<file path="src/logic/dma_evsel_pkg.sv">
package dma_evsel_pkg;
  // selector register byte addresses
  localparam logic [31:0] ADDR_ROUTE_0_3   = 32'h01A0FF00;
  localparam logic [31:0] ADDR_ROUTE_4_7   = 32'h01A0FF04;
  localparam logic [31:0] ADDR_ROUTE_GAP   = 32'h01A0FF08;
  localparam logic [31:0] ADDR_ROUTE_12_15 = 32'h01A0FF0C;
  // field layout
  localparam int          CODE_W       = 6;
  localparam int          FIELD_STRIDE = 8;
  localparam int          FIELDS_PER   = 4;
  localparam logic [31:0] FIELD_MASK   = 32'h3F3F3F3F;
  // channel counts and first channel of each register
  localparam int          NUM_CH       = 16;
  localparam int          NUM_PROG     = 12;
  localparam int          NUM_CHAIN    = 4;
  localparam int          CHAIN_LO     = 8;
  localparam int          EVENT_SPACE  = 16;
  localparam logic [3:0]  BASE_0_3     = 4'h0;
  localparam logic [3:0]  BASE_4_7     = 4'h4;
  localparam logic [3:0]  BASE_12_15   = 4'hC;
  // selector codes
  localparam logic [5:0]  CODE_NONE    = 6'h00;
  localparam logic [5:0]  CODE_TIMER0  = 6'h01;
  localparam logic [5:0]  CODE_TIMER1  = 6'h02;
  localparam logic [5:0]  CODE_REFRESH = 6'h03;
  localparam logic [5:0]  CODE_GPIO4   = 6'h04;
  localparam logic [5:0]  CODE_GPIO5   = 6'h05;
  localparam logic [5:0]  CODE_GPIO6   = 6'h06;
  localparam logic [5:0]  CODE_GPIO7   = 6'h07;
  localparam logic [5:0]  CODE_GPIO2   = 6'h0A;
  localparam logic [5:0]  CODE_SER0_TX = 6'h0C;
  localparam logic [5:0]  CODE_SER0_RX = 6'h0D;
  localparam logic [5:0]  CODE_SER1_TX = 6'h0E;
  localparam logic [5:0]  CODE_SER1_RX = 6'h0F;
  localparam logic [5:0]  CODE_RSVD_LO = 6'h10;
  // per-channel reset codes, chaining channels unused
  localparam logic [15:0][5:0] RESET_CODE = {
    CODE_SER1_RX, CODE_SER1_TX, CODE_SER0_RX, CODE_SER0_TX,
    CODE_NONE, CODE_NONE, CODE_NONE, CODE_NONE,
    CODE_GPIO7, CODE_GPIO6, CODE_GPIO5, CODE_GPIO4,
    CODE_REFRESH, CODE_TIMER1, CODE_TIMER0, CODE_NONE};
endpackage

</file>
<file path="src/logic/event_fabric_if.sv">
`timescale 1ns/10ps
// one-cycle source pulses indexed by selector code
interface event_fabric_if;
  logic [15:0] src_pulse;  // bit n set: event with code n rose
  modport drive (output src_pulse);
  modport tap   (input  src_pulse);
endinterface

</file>
<file path="src/logic/dma_event_selector.sv">
`timescale 1ns/10ps
module dma_event_selector (
  input  wire logic        ref_clk,
  input  wire logic        srst,
  // register port
  input  wire logic [31:0] reg_addr,
  input  wire logic [31:0] reg_wdata,
  input  wire logic        reg_wr,
  input  wire logic        reg_rd,
  output logic      [31:0] reg_rdata,
  // event sources, same clock domain
  input  wire logic        timer0_event,
  input  wire logic        timer1_event,
  input  wire logic        refresh_timer_event,
  input  wire logic        gpio_edge_event_4,
  input  wire logic        gpio_edge_event_5,
  input  wire logic        gpio_edge_event_6,
  input  wire logic        gpio_edge_event_7,
  input  wire logic        gpio_edge_event_2,
  input  wire logic        serial0_tx_event,
  input  wire logic        serial0_rx_event,
  input  wire logic        serial1_tx_event,
  input  wire logic        serial1_rx_event,
  // chaining completions for channels 8-11
  input  wire logic        chain_complete_8,
  input  wire logic        chain_complete_9,
  input  wire logic        chain_complete_10,
  input  wire logic        chain_complete_11,
  // channel synchronization outputs
  output logic      [15:0] channel_sync
);
  import dma_evsel_pkg::*;

  ////////////////////////////////////////////////////////////////////////
  // state
  typedef struct packed {
    logic [15:0][5:0] codes;       // event code per channel
    logic [15:0]      src_prev;    // previous source levels
    logic [3:0]       chain_prev;  // previous chaining levels
    logic [3:0]       chain_sync;  // registered chaining pulses
    logic [31:0]      rdata;       // read data, one cycle after strobe
  } sel_st_t;

  // reset image: default codes, all else clear
  localparam sel_st_t ST_RESET = '{
    codes:      RESET_CODE,
    src_prev:   '0,
    chain_prev: '0,
    chain_sync: '0,
    rdata:      '0};

  sel_st_t     st_q;         // current state
  sel_st_t     st_d;         // next state
  logic [15:0] src_raw;      // source levels indexed by code
  logic [3:0]  chain_raw;    // chaining levels, channel 8 first
  logic [11:0] prog_sync;    // slice outputs, programmable order
  logic        wr_hit;       // write lands on a selector register
  logic        rd_hit;       // read lands on a selector register
  logic [3:0]  wr_base;      // first channel of written register
  logic [3:0]  rd_base;      // first channel of read register

  event_fabric_if fab ();    // pulses shared by all slices

  ////////////////////////////////////////////////////////////////////////
  // gather sources at their code positions; unused codes stay low
  assign src_raw = {
    serial1_rx_event,     // code 0F
    serial1_tx_event,     // code 0E
    serial0_rx_event,     // code 0D
    serial0_tx_event,     // code 0C
    1'b0,                 // code 0B selects nothing
    gpio_edge_event_2,    // code 0A
    1'b0,                 // code 09 selects nothing
    1'b0,                 // code 08 selects nothing
    gpio_edge_event_7,    // code 07
    gpio_edge_event_6,    // code 06
    gpio_edge_event_5,    // code 05
    gpio_edge_event_4,    // code 04
    refresh_timer_event,  // code 03
    timer1_event,         // code 02
    timer0_event,         // code 01
    1'b0};                // code 00 selects nothing

  assign chain_raw = {chain_complete_11, chain_complete_10, chain_complete_9, chain_complete_8};

  // rising edges only, so a held level gives one pulse
  assign fab.src_pulse = src_raw & ~st_q.src_prev;

  ////////////////////////////////////////////////////////////////////////
  // address decode; the word between second and third is unmapped
  always_comb begin
    wr_hit  = 1'b0;
    rd_hit  = 1'b0;
    wr_base = BASE_0_3;
    rd_base = BASE_0_3;
    case (reg_addr)
      ADDR_ROUTE_0_3: begin
        wr_hit  = reg_wr;
        rd_hit  = reg_rd;
        wr_base = BASE_0_3;
        rd_base = BASE_0_3;
      end
      ADDR_ROUTE_4_7: begin
        wr_hit  = reg_wr;
        rd_hit  = reg_rd;
        wr_base = BASE_4_7;
        rd_base = BASE_4_7;
      end
      ADDR_ROUTE_12_15: begin
        wr_hit  = reg_wr;
        rd_hit  = reg_rd;
        wr_base = BASE_12_15;
        rd_base = BASE_12_15;
      end
      default: begin
        wr_hit  = 1'b0;
        rd_hit  = 1'b0;
      end
    endcase
  end

  ////////////////////////////////////////////////////////////////////////
  // next state: field writes, read capture, edge history
  always_comb begin
    st_d = st_q;
    // field writes; gap bits are simply never stored
    if (wr_hit) begin
      for (int f = 0; f < FIELDS_PER; f++) begin
        st_d.codes[wr_base + 4'(f)] = reg_wdata[f*FIELD_STRIDE +: CODE_W];
      end
    end
    // read data valid in the next cycle only; unmapped reads zero
    st_d.rdata = '0;
    if (rd_hit) begin
      for (int f = 0; f < FIELDS_PER; f++) begin
        st_d.rdata[f*FIELD_STRIDE +: CODE_W] = st_q.codes[rd_base + 4'(f)];
      end
    end
    // edge history
    st_d.src_prev   = src_raw;
    st_d.chain_prev = chain_raw;
    // chaining channels ignore the selector entirely
    st_d.chain_sync = chain_raw & ~st_q.chain_prev;
  end

  // state register, synchronous reset to default routing
  always_ff @(posedge ref_clk) begin
    if (srst) begin
      st_q <= ST_RESET;
    end else begin
      st_q <= st_d;
    end
  end

  ////////////////////////////////////////////////////////////////////////
  // one slice per programmable channel
  generate
    for (genvar p = 0; p < NUM_PROG; p++) begin : g_prog
      localparam int CH = (p < CHAIN_LO) ? p : p + NUM_CHAIN;
      channel_route_slice u_slice (
        .ref_clk    (ref_clk),
        .srst       (srst),
        .fab        (fab),
        .code_sel   (st_q.codes[CH]),
        .sync_pulse (prog_sync[p])
      );
    end
  endgenerate

  ////////////////////////////////////////////////////////////////////////
  // outputs
  assign channel_sync = {prog_sync[11:8], st_q.chain_sync, prog_sync[7:0]};
  assign reg_rdata    = st_q.rdata;
endmodule

</file>
<file path="src/logic/channel_route_slice.sv">
`timescale 1ns/10ps
// one programmable channel: picks its source by code, registers the pulse
module channel_route_slice (
  input  wire logic                       ref_clk,
  input  wire logic                       srst,
  event_fabric_if.tap                     fab,
  input  wire logic [dma_evsel_pkg::CODE_W-1:0] code_sel,
  output logic                            sync_pulse
);
  import dma_evsel_pkg::*;

  typedef struct packed {
    logic sync;  // registered channel trigger
  } slice_st_t;

  slice_st_t st_q;  // current state
  slice_st_t st_d;  // next state

  ////////////////////////////////////////////////////////////////////////
  // decode: reserved codes connect nothing
  always_comb begin
    st_d = st_q;
    if (code_sel >= CODE_RSVD_LO) begin
      st_d.sync = 1'b0;
    end else begin
      st_d.sync = fab.src_pulse[code_sel[3:0]];
    end
  end

  // state register
  always_ff @(posedge ref_clk) begin
    if (srst) begin
      st_q <= '0;
    end else begin
      st_q <= st_d;
    end
  end

  assign sync_pulse = st_q.sync;
endmodule

</file>
<file path="config.mk">
export PLATFORM = sky130hd
export DESIGN_NAME = dma_event_selector
export DESIGN_NICKNAME = d
export VERILOG_FILES = /design/src/logic/dma_evsel_pkg.sv /design/src/logic/event_fabric_if.sv /design/src/logic/dma_event_selector.sv /design/src/logic/channel_route_slice.sv
export SDC_FILE = /design/constraint.sdc
export NUM_CORES = 1
export LEC_CHECK = 0
export BUFFER_PORTS_ARGS = -buffer_cell sky130_fd_sc_hd__buf_4
export CAP_MARGIN = 30
export CORE_AREA = 2 2 81 160
export DETAILED_ROUTE_END_ITERATION = 6
export DIE_AREA = 0 0 83 162
export PLACE_DENSITY_LB_ADDON = 0.15
export SYNTH_ARGS = -nofsm -noshare
export SYNTH_HDL_FRONTEND = slang
export SYNTH_SLANG_ARGS = --single-unit
</file>
<file path="constraint.sdc">
create_clock -name ref_clk -period 3.8 [get_ports ref_clk]
set_input_delay 0.19 -clock ref_clk [delete_from_list [all_inputs] [get_ports ref_clk]]
set_output_delay 0.19 -clock ref_clk [all_outputs]
set_load 0.01 [all_outputs]
</file>
==> flow_metrics.py, run 1 <==
metrics = {
    "logic_synthesis": {
        "netlist_top_cells_area": "dfxtp_1 36%, mux2i_1 16%, nand2b_1 6.4%, buf_4 5.2%, mux4_2 5.0%",
        "ys_async_sr_fraction": 0,
        "synth_edf_count": 0,
        "yosysWarnings": 0,
        "synth-seq-cells": 128,
        "yosys.area.top_type": "dfxtp_1",
        "yosysSeqAreaShare": 0.3573,
        "avgSynthCellArea_um2": 9.947,
        "ys_types": 54,
        "yosys_most_used_dff": "dfxtp_1",
        "yosysTopAreaCellShare": 0.3573,
        "synthCells": 721,
        "synth_area_um2": 7172,
    },
    "power": {
        "power.leakage_nw": 3.626,
        "power_frac_clock": 0.522,
        "sw_frac_of_total": 0.2229,
        "switching_power_uw": 775.6,
        "power_mw": 3.480,
        "p_per_area_nw_per_um2": 420.2,
        "vdd_ir_drop_max_mv": 0.3585,
        "power.combinational.fraction": 0.083,
        "internal_power_mw": 2.705,
        "power_frac_seq": 0.395,
    },
    "critical_path": {
        "endpoint_kind": "flip-flop",
        "path_delay_family": "simple AND/OR/NAND/NOR gates",
        "cp.arrival_ns": 2.55,
        "worst_path_largest_cell_delay_ns": 0.85,
        "cp_num_cells": 5,
        "slowest_stage": "or3_2",
        "start_kind": "primary input",
        "rr_worst_depth": 4,
        "rr_endpoint": "g_prog[8].u_slice.sync_pulse",
        "reg2reg_from": "st_q[41]",
        "rrSetupSlack_ns": 1.91,
        "critical_path_class": "primary input to flip-flop",
        "crit_chain": "buf_4 > or4b_4 > or4_4 > or3_2 > a211oi_1",
        "endpoint": "reg_rdata[0]",
        "cp.required_ns": 4.12,
        "critPathBufInv": 1,
        "critPathMaxFanout": 24,
        "critPathLaunch": "reg_addr[4]",
    },
    "clock_tree": {
        "numCtsBuffers": 17,
        "cts_tree": "yes",
        "clkLatencyLatePin_ns": 0.42,
        "cts.sinks": 128,
        "root_buffer": "clkbuf_16",
        "post_cts_buffers": 0,
        "clkTransAtPathRegs_ns": 0.06,
        "cts.path.max_buffers": 2,
        "cts_htree_levels": 4,
    },
    "hold_path": {
        "hold_path_class": "primary input to flip-flop",
    },
    "timing": {
        "period_share": 0.5856,
        "slew_viol_final": 0,
        "rsz0062_at_grt": "false",
        "max_slew_margin": 0.4279,
        "min_period_ns": 2.225,
        "finalSetupViolCount": 0,
        "tightest_slew_ns": 0.8582,
        "hold_viol_final": 0,
        "finalSetupTns_ns": 0,
        "finalClockSkew_ns": 0.007951,
        "max_freq_ghz": 0.4494,
    },
    "floorplanning": {
        "start_util": 0.5881,
        "io_pins": 132,
        "core_area_um2": 12200,
        "row_count": 57,
        "die_h_um": 162,
        "die_area_um2": 13450,
        "die_x_um": 83,
    },
    "layout": {
        "antenna_cells": 0,
        "fillCellCount": 971,
        "fin_nets": 852,
        "multiInputGateArea_um2": 3892,
        "fin_util": 0.6791,
        "syn_to_final_growth_pct": 15.47,
        "final-seq-area_um2": 2562,
        "layout-drive-gt1-share": 0.2628,
    },
    "job": {
        "drv_cap": 0,
    },
    "place": {
        "gp_congestion": 0.9244,
        "hpwlAfterDp_mm": 13.01,
        "io_buffers": 115,
    },
    "routing": {
        "routed-wl-met2_mm": 10.44,
        "wl_met3_um": 910,
        "met1_length_mm": 6.603,
        "drc": 0,
        "highest-signal-layer": "met4",
        "avgRoutedWirePerCell_um": 20.56,
        "firstDrtPassIters": 5,
        "drtIter0Drc": 355,
        "wl_mm": 19.06,
        "num_vias": 5627,
        "post_drt_via_cell_ratio": 6.070,
        "ant_nets": 0,
    },
    "outcome": {
        "status": "finished clean",
    },
    "global_route": {
        "grt_pass1_wl_mm": 30.08,
        "grt_pass1_vias": 5760,
        "grtUsageTotal": 0.2855,
        "grt-ovfl-total": 0,
        "grt_max_degree": 68,
        "antenna_found_initial": 0,
    },
}
-- final cells by class --
class	instances	area share
Tap cell	147	0.02221
Timing Repair Buffer	124	0.1163
Inverter	5	0.002266
Clock inverter	12	0.02508
Clock buffer	19	0.05469
Sequential cell	128	0.3094
Multi-Input combinational cell	492	0.4700
-- power groups by stage --
| stage | clock, mW | sequential, mW | combinational [mW] |
|---|---|---|---|
| final | 1.82 | 1.37 | 0.290 |
| after global routing | 1.89 | 1.37 | 0.310 |
| after CTS | 1.83 | 1.37 | 0.288 |
| after detailed placement | 0 | 1.40 | 0.283 |
| after global placement | 0 | 1.40 | 0.275 |
| after floorplan | 0 | 1.40 | 0.187 |
-- Yosys cell counts, types with 10 or more instances --
cell	n
a211oi_2	18
a21oi_1	12
and3b_1	10
buf_4	50
clkbuf_1	35
dfxtp_1	128
mux2i_1	112
mux4_2	16
nand2b_1	73
nand3b_1	11
nor2_1	63
nor2b_1	23
nor3_1	10
nor3b_1	10
nor4bb_1	12
o21ai_0	26
-- routing by layer --
metal	track usage	up-vias
li1	-	2617
met1	0.2829	2718
met2	0.5337	229
met3	0.05589	63
met4	0.1796	0
met5	0	-
-- worst min path at each step --
| stage | start | endpoint | slack, ns | cells after the start |
|---|---|---|---|---|
| after detailed placement | st_q[38] | channel_sync[10] | 0.38 | 1 |
| after CTS | chain_complete_8 | st_q[36] | 0.0001 | 2 |
| final | gpio_edge_event_5 | st_q[45] | 0.002 | 2 |
| after global routing | gpio_edge_event_7 | st_q[47] | 0.008 | 2 |
| after global placement | st_q[39] | channel_sync[11] | 0.37 | 1 |
| after floorplan | timer0_event | st_q[41] | 0.32 | 1 |
-- per-stage QoR --
step	setup WS (ns)	std cells	hold WS (ns)	cell area, µm²
finish	1.575	927	0.002109	8282
global route	1.510	927	0.008372	8282
CTS	1.592	927	0.00009756	8282
detailed placement	1.161	893	0.3750	7591
global placement	1.214	892	0.3717	7571
floorplan	1.719	728	0.3182	7198
-- what timing repair did --
item	CTS	global route
gates resized for setup	0	0
hold buffers	3	0
hold endpoints to repair	3	0
-- flip-flops by register name, indices dropped and copies added, names as in the netlist --
signal	count
st_q	88
reg_rdata	24
g_prog.u_slice.sync_pulse	12
channel_sync	4
-- logic make-up after synthesis --
logic type             share of synthesized area
AO/OA/AOI/OAI                             0.1057
buffers and inverters                     0.1038
flip-flops                                0.3573
multiplexers                              0.2097
other                                  0.0005229
AND/OR/NAND/NOR                           0.2230
-- cells in the final DEF, fill, tap and decap left out, drive strengths merged, types with 5 or more instances in the layout --
master  instances
bufinv          5
mux2i         112
a211oi         24
inv             6
nor2b          23
o221a           6
nor3           10
and2            8
mux4           16
nor2           63
nand2b         73
and3b          10
nand3b         11
or3             5
dfxtp         128
nand4           5
buf           121
nor4bb         12
conb            8
clkbuf         19
o41ai           8
nor3b          10
a21oi          12
o21ai          26
Note: power is estimated with default switching activity, not from simulation.
==> run 2, diff against run 1 <==
- CORE_AREA: 2 2 81 160 -> 2 2 84 166
- DIE_AREA: 0 0 83 162 -> 0 0 86 168
- clock period: 3.8 -> 2.3 ns (I/O delays scaled with it)
==> run 2 against run 1 <==
Worst hold slack better by 0.0042 ns; non-clock buffer count grew 27; sequential power increased by 66%; first-iteration DRC count up 28%; largest cell class unchanged; final area rose by 2.2%; highest routed layer unchanged; register-to-register slack lost 1.5 ns; clock-buffer cell count rose by 1; flip-flop and latch count is the same; core utilization is 4.2 points lower.
==> flow_metrics.py, run 2 (same netlist as run 1, synthesis figures left out) <==
metrics = {
    "outcome": {
        "status": "finished clean",
    },
    "critical_path": {
        "slowest_stage": "dlygate4sd3_1",
        "cp.arrival_ns": 2.22,
        "endpoint_kind": "flip-flop",
        "path_delay_family": "multiplexers",
        "reg2reg_from": "st_q[47]",
        "critPathBufInv": 2,
        "critPathMaxFanout": 12,
        "critPathLaunch": "gpio_edge_event_7",
        "start_kind": "primary input",
        "cp.required_ns": 2.61,
        "crit_chain": "dlygate4sd3_1 > buf_4 > nand2b_1 > mux2i_1 > mux4_2 > o221a_2",
        "worst_path_largest_cell_delay_ns": 0.53,
        "critical_path_class": "primary input to flip-flop",
    },
    "clock_tree": {
        "numCtsBuffers": 17,
        "post_cts_buffers": 0,
        "clkTransAtPathRegs_ns": 0.06,
        "cts.path.max_buffers": 2,
        "cts.sinks": 128,
        "clkLatencyLatePin_ns": 0.42,
        "cts_htree_levels": 4,
        "cts_tree": "yes",
        "root_buffer": "clkbuf_16",
    },
    "global_route": {
        "grt_pass1_vias": 5600,
        "grt_max_degree": 57,
        "use_met2": 0.4371,
        "grt_pass1_wl_mm": 28.94,
        "use_met1": 0.3173,
        "top_usage_layer": "met2",
        "antenna_found_initial": 0,
        "grt-ovfl-total": 0,
        "grtUsageTotal": 0.2582,
        "met3_usage": 0.04167,
    },
    "layout": {
        "fin_nets": 879,
        "final_cell_mix": "128 x dfxtp_1, 123 x buf_4, 112 x mux2i_1, 73 x nand2b_1, 63 x nor2_1",
        "layout-drive-gt1-share": 0.2565,
        "largest_reg_flops": 88,
        "final_common_cell": "dfxtp_1",
        "largest-register": "st_q",
        "antenna_cells": 0,
        "syn_to_final_growth_pct": 18.00,
    },
    "timing": {
        "rsz0062_at_grt": "false",
        "finalSetupViolCount": 0,
        "finalClockSkew_ns": 0.007444,
        "min_period_ns": 1.910,
        "max_slew_margin": 0.5339,
        "hold_viol_final": 0,
        "whs_ns": 0.006348,
        "slew_viol_final": 0,
        "period_share": 0.8306,
        "tightest_slew_ns": 0.6977,
        "finalSetupTns_ns": 0,
        "max_freq_ghz": 0.5234,
    },
    "hold_path": {
        "hold_path_class": "primary input to flip-flop",
        "hold_start": "reg_wdata[4]",
    },
    "floorplanning": {
        "core_area_um2": 13290,
        "row_count": 60,
        "io_pins": 132,
        "die_x_um": 86,
        "die_h_um": 168,
        "start_util": 0.5397,
        "die_area_um2": 14450,
    },
    "job": {
        "drv_cap": 0,
    },
    "routing": {
        "wl_mm": 18.28,
        "num_vias": 5586,
        "firstDrtPassIters": 5,
        "drc": 0,
        "avgRoutedWirePerCell_um": 19.00,
        "drtIter0Drc": 456,
        "ant_nets": 0,
        "post_drt_via_cell_ratio": 5.807,
    },
    "power": {
        "p_per_area_nw_per_um2": 635.1,
        "vdd_ir_drop_max_mv": 0.5705,
        "power_mw": 5.375,
        "power.leakage_nw": 3.710,
    },
    "place": {
        "io_buffers": 115,
        "hpwlAfterDp_mm": 12.19,
        "gp_congestion": 0.8498,
    },
}
## run 2: area by class of cell
cell class / instances / area [µm²]
repair buffers: 151 / 1234
multi-input cells: 492 / 3891
clock buffers: 20 / 446.7
inverters: 5 / 18.77
well taps: 155 / 193.9
clock inverters: 11 / 116.4
flip-flops and latches: 128 / 2562
fillers: 1113 / 4825
## run 2: where the power goes
part / switching, mW / leakage (nW) / internal [mW]
registers: 0.0211 / 1.04 / 2.25
logic: 0.242 / 2.40 / 0.266
clock network: 0.993 / 0.271 / 1.61
total: 1.26 / 3.71 / 4.12
## run 2: tightest hold or removal path: stages
cell and delay [ns]:
buf_4 0.08, nand2b_1 0.08, mux2i_1 0.12
## run 2: per-layer routing
layer / routed length (µm) / part of all wire
met3: 928 / 0.051
met1: 7623 / 0.42
met4: 465 / 0.025
met5: 0 / 0
met2: 9259 / 0.51
## run 2: worst paths after layout
| kind | slack, ns | end | cells past startpoint |
|---|---|---|---|
| max reg2reg | 0.41 | g_prog[2].u_slice.sync_pulse | 4 |
| min | 0.006 | st_q[132] | 3 |
| min reg2reg | 0.38 | channel_sync[11] | 1 |
| max | 0.39 | g_prog[2].u_slice.sync_pulse | 6 |
## run 2: through the flow
step / cell area [µm²] / std cells / util / setup slack [ns]
2_1_floorplan: 7198 / 728 / - / 0.2942
3_3_place_gp: 7650 / 906 / 0.5757 / 0.1503
3_5_place_dp: 7650 / 906 / 0.5757 / 0.1309
4_1_cts: 8463 / 962 / 0.6369 / 0.4381
5_1_grt: 8463 / 962 / 0.6369 / 0.3650
6_report: 8463 / 962 / 0.6369 / 0.3896
## run 2: timing repair
item	4_1_cts	5_1_grt
hold endpoints to repair	34	0
hold buffers	25	0
gates resized for setup	0	0
==> run 3, diff against run 2 <==
- ABC_AREA: not set -> 1
- CORE_AREA: 2 2 84 166 -> 2 2 88 174
- DIE_AREA: 0 0 86 168 -> 0 0 90 176
- clock period: 2.3 -> 1.6 ns (I/O delays scaled with it)
==> run 3 against run 2 <==
Synthesized area fell by 1.3%; global-route usage increased by 6.1 points; core utilization about the same.
==> flow_metrics.py, run 3 <==
metrics = {
    "outcome": {
        "status": "finished clean",
    },
    "logic_synthesis": {
        "ys_top_cells_by_count": "216 x nand2_1, 154 x inv_1, 128 x dfxtp_1",
        "ys_types": 38,
        "netlist_top_cells_area": "dfxtp_1 36%, nand2_1 11%, inv_1 8.2%, a21oi_1 7.3%, nor2_1 6.6%",
        "yosysWarnings": 0,
        "yosysMostFrequentCell": "nand2_1",
        "synth_edf_count": 0,
        "ys_async_sr_fraction": 0,
        "synthCells": 1067,
        "synth_area_um2": 7078,
        "yosysSeqAreaShare": 0.3620,
        "yosys_most_used_dff": "dfxtp_1",
        "yosysTopAreaCellShare": 0.3620,
        "synth-seq-cells": 128,
        "avgSynthCellArea_um2": 6.634,
        "yosys.area.top_type": "dfxtp_1",
    },
    "power": {
        "vdd_ir_drop_max_mv": 0.7103,
        "power.combinational.fraction": 0.097,
        "power.leakage_nw": 4.383,
        "power_mw": 8.034,
        "p_per_area_nw_per_um2": 874.2,
        "power_frac_clock": 0.499,
        "sw_frac_of_total": 0.2390,
        "switching_power_mw": 1.920,
        "power_frac_seq": 0.403,
        "internal_power_mw": 6.114,
    },
    "clock_tree": {
        "root_buffer": "clkbuf_16",
        "cts_tree": "yes",
        "cts.sinks": 128,
        "cts_htree_levels": 4,
        "numCtsBuffers": 17,
        "clkTransAtPathRegs_ns": 0.06,
        "clkLatencyLatePin_ns": 0.42,
        "cts.path.max_buffers": 2,
    },
    "critical_path": {
        "start_kind": "primary input",
        "critPathMaxFanout": 9,
        "rrSetupSlack_ns": 0.21,
        "crit_chain": "dlygate4sd3_1 > buf_4 > nor2_1 > nand2_2 > buf_4 > nor2_1",
        "cp.arrival_ns": 1.78,
        "critPathBufInv": 3,
        "rr_worst_depth": 6,
        "endpoint_kind": "flip-flop",
        "reg2reg_from": "st_q[87]",
        "slowest_stage": "dlygate4sd3_1",
        "critical_path_class": "primary input to flip-flop",
        "rr_endpoint": "g_prog[5].u_slice.sync_pulse",
        "cp.required_ns": 1.95,
        "path_delay_family": "buffers and inverters",
        "worst_path_largest_cell_delay_ns": 0.53,
    },
    "global_route": {
        "grt_pass1_vias": 7492,
        "met3_usage": 0.05335,
        "grt_pass1_wl_mm": 38.53,
        "grtUsageTotal": 0.3196,
        "grt_max_degree": 50,
        "grt-ovfl-total": 0,
        "use_met2": 0.5824,
        "use_met1": 0.2978,
        "top_usage_layer": "met2",
        "antenna_found_initial": 0,
    },
    "layout": {
        "fillCellCount": 1394,
        "layout-drive-gt1-share": 0.2021,
        "fin_util": 0.6369,
        "syn_to_final_growth_pct": 29.84,
        "fin_nets": 1303,
        "final_common_cell": "nand2_1",
        "fin_area_um2": 9190,
        "largest-register": "st_q",
        "largest_reg_flops": 88,
        "antenna_cells": 0,
        "final_cell_mix": "216 x nand2_1, 174 x buf_4, 153 x inv_1, 128 x dfxtp_1, 125 x nor2_1",
    },
    "routing": {
        "drc": 0,
        "wl_mm": 24.95,
        "post_drt_via_cell_ratio": 5.350,
        "drtIter0Drc": 452,
        "avgRoutedWirePerCell_um": 17.52,
        "firstDrtPassIters": 6,
        "num_vias": 7618,
        "ant_nets": 0,
    },
    "timing": {
        "finalSetupViolCount": 0,
        "whs_ns": 0.1707,
        "period_share": 0.8943,
        "max_freq_ghz": 0.6988,
        "slew_viol_final": 0,
        "tightest_slew_ns": 0.5988,
        "rsz0062_at_grt": "false",
        "hold_viol_final": 0,
        "min_period_ns": 1.431,
        "finalSetupTns_ns": 0,
        "finalClockSkew_ns": 0.007264,
        "max_slew_margin": 0.6008,
    },
    "hold_path": {
        "hold_path_class": "primary input to flip-flop",
        "hold_start": "reg_wr",
        "hold_path_end": "st_q[75]",
        "hold_path_depth": 3,
    },
    "floorplanning": {
        "die_x_um": 90,
        "die_h_um": 176,
        "io_pins": 132,
        "core_area_um2": 14430,
        "die_area_um2": 15840,
        "row_count": 62,
        "start_util": 0.4905,
    },
    "place": {
        "gp_congestion": 0.9567,
        "io_buffers": 115,
        "placed_cell_area_um2": 8167,
        "hpwlAfterDp_mm": 18.27,
    },
    "job": {
        "drv_cap": 0,
    },
}
## run 3: cell types whose count changed after synthesis, sizes merged, moves of 67 or more
cell,before,now
a21oi,12,108
nand2b,73,0
nand3,2,69
mux2i,112,0
inv,5,158
nor2,63,136
nand2,4,222
## run 3: worst register-to-register path, delay by kind of cell, from the launching register on
kind / cells / cell delay [ns]
AOI/OAI and AO/OA: 2 / 0.41
buffers and inverters: 1 / 0.12
DFF: 1 / 0.40
and+or+nand+nor: 3 / 0.37
## run 3: cell type report
cell class | count | area [µm²] | area share
Clock inverter | 13 | 160.2 | 0.01743
Tap cell | 192 | 240.2 | 0.02614
Sequential cell | 128 | 2562 | 0.2788
Clock buffer | 19 | 452.9 | 0.04929
Inverter | 160 | 603.1 | 0.06562
Multi-Input combinational cell | 687 | 3254 | 0.3541
Timing Repair Buffer | 225 | 1917 | 0.2086
## run 3: metal layers
layer | part of all wire | vias up
met5 | 0 | -
met4 | 0.10 | 0
met3 | 0.053 | 122
met2 | 0.52 | 339
met1 | 0.33 | 3495
li1 | - | 3662
## run 3: cell families (layout without fill, tap and decap cells)
group / Yosys count / after routing / synth area share
AOI/OAI and AO/OA: 214 / 214 / 0.1681
and+or+nand+nor: 465 / 465 / 0.2874
buffers and inverters: 259 / 417 / 0.1819
DFF: 128 / 128 / 0.3620
other: 1 / 8 / 0.0005298
## run 3: timing repair
| action | in CTS | in global routing |
|---|---|---|
| hold endpoints to repair | 66 | 0 |
| endpoints found under the setup margin | 0 | 1 |
| hold buffers | 41 | 0 |
| buffers inserted | 0 | 0 |
| resized for setup | 0 | 1 |
## run 3: per-stage QoR
stage          worst slack [ns]  std cells
6_report                 0.1691       1424
5_1_grt                 0.05856       1424
4_1_cts                  0.1244       1424
3_5_place_dp           -0.09657       1351
3_3_place_gp           -0.06988       1351
2_1_floorplan            0.3748       1074
## run 3: worst max-delay path by stage
stage,from,end,depth (start not counted)
after floorplan,reg_addr[31],reg_rdata[21],11
after detailed placement,reg_addr[3],st_q[79],14
final,srst,reg_rdata[20],6
after global routing,st_q[87],g_prog[5].u_slice.sync_pulse,6
after global placement,reg_addr[3],st_q[79],14
after CTS,st_q[55],g_prog[2].u_slice.sync_pulse,7
## run 3: power groups by stage
stage | clock, mW | sequential (mW) | combinational (mW)
after floorplan | 0 | 3.31 | 0.321
after global placement | 0 | 3.31 | 0.675
after detailed placement | 0 | 3.31 | 0.681
after CTS | 4.05 | 3.24 | 0.763
after global routing | 4.18 | 3.24 | 0.836
final | 4.01 | 3.24 | 0.783
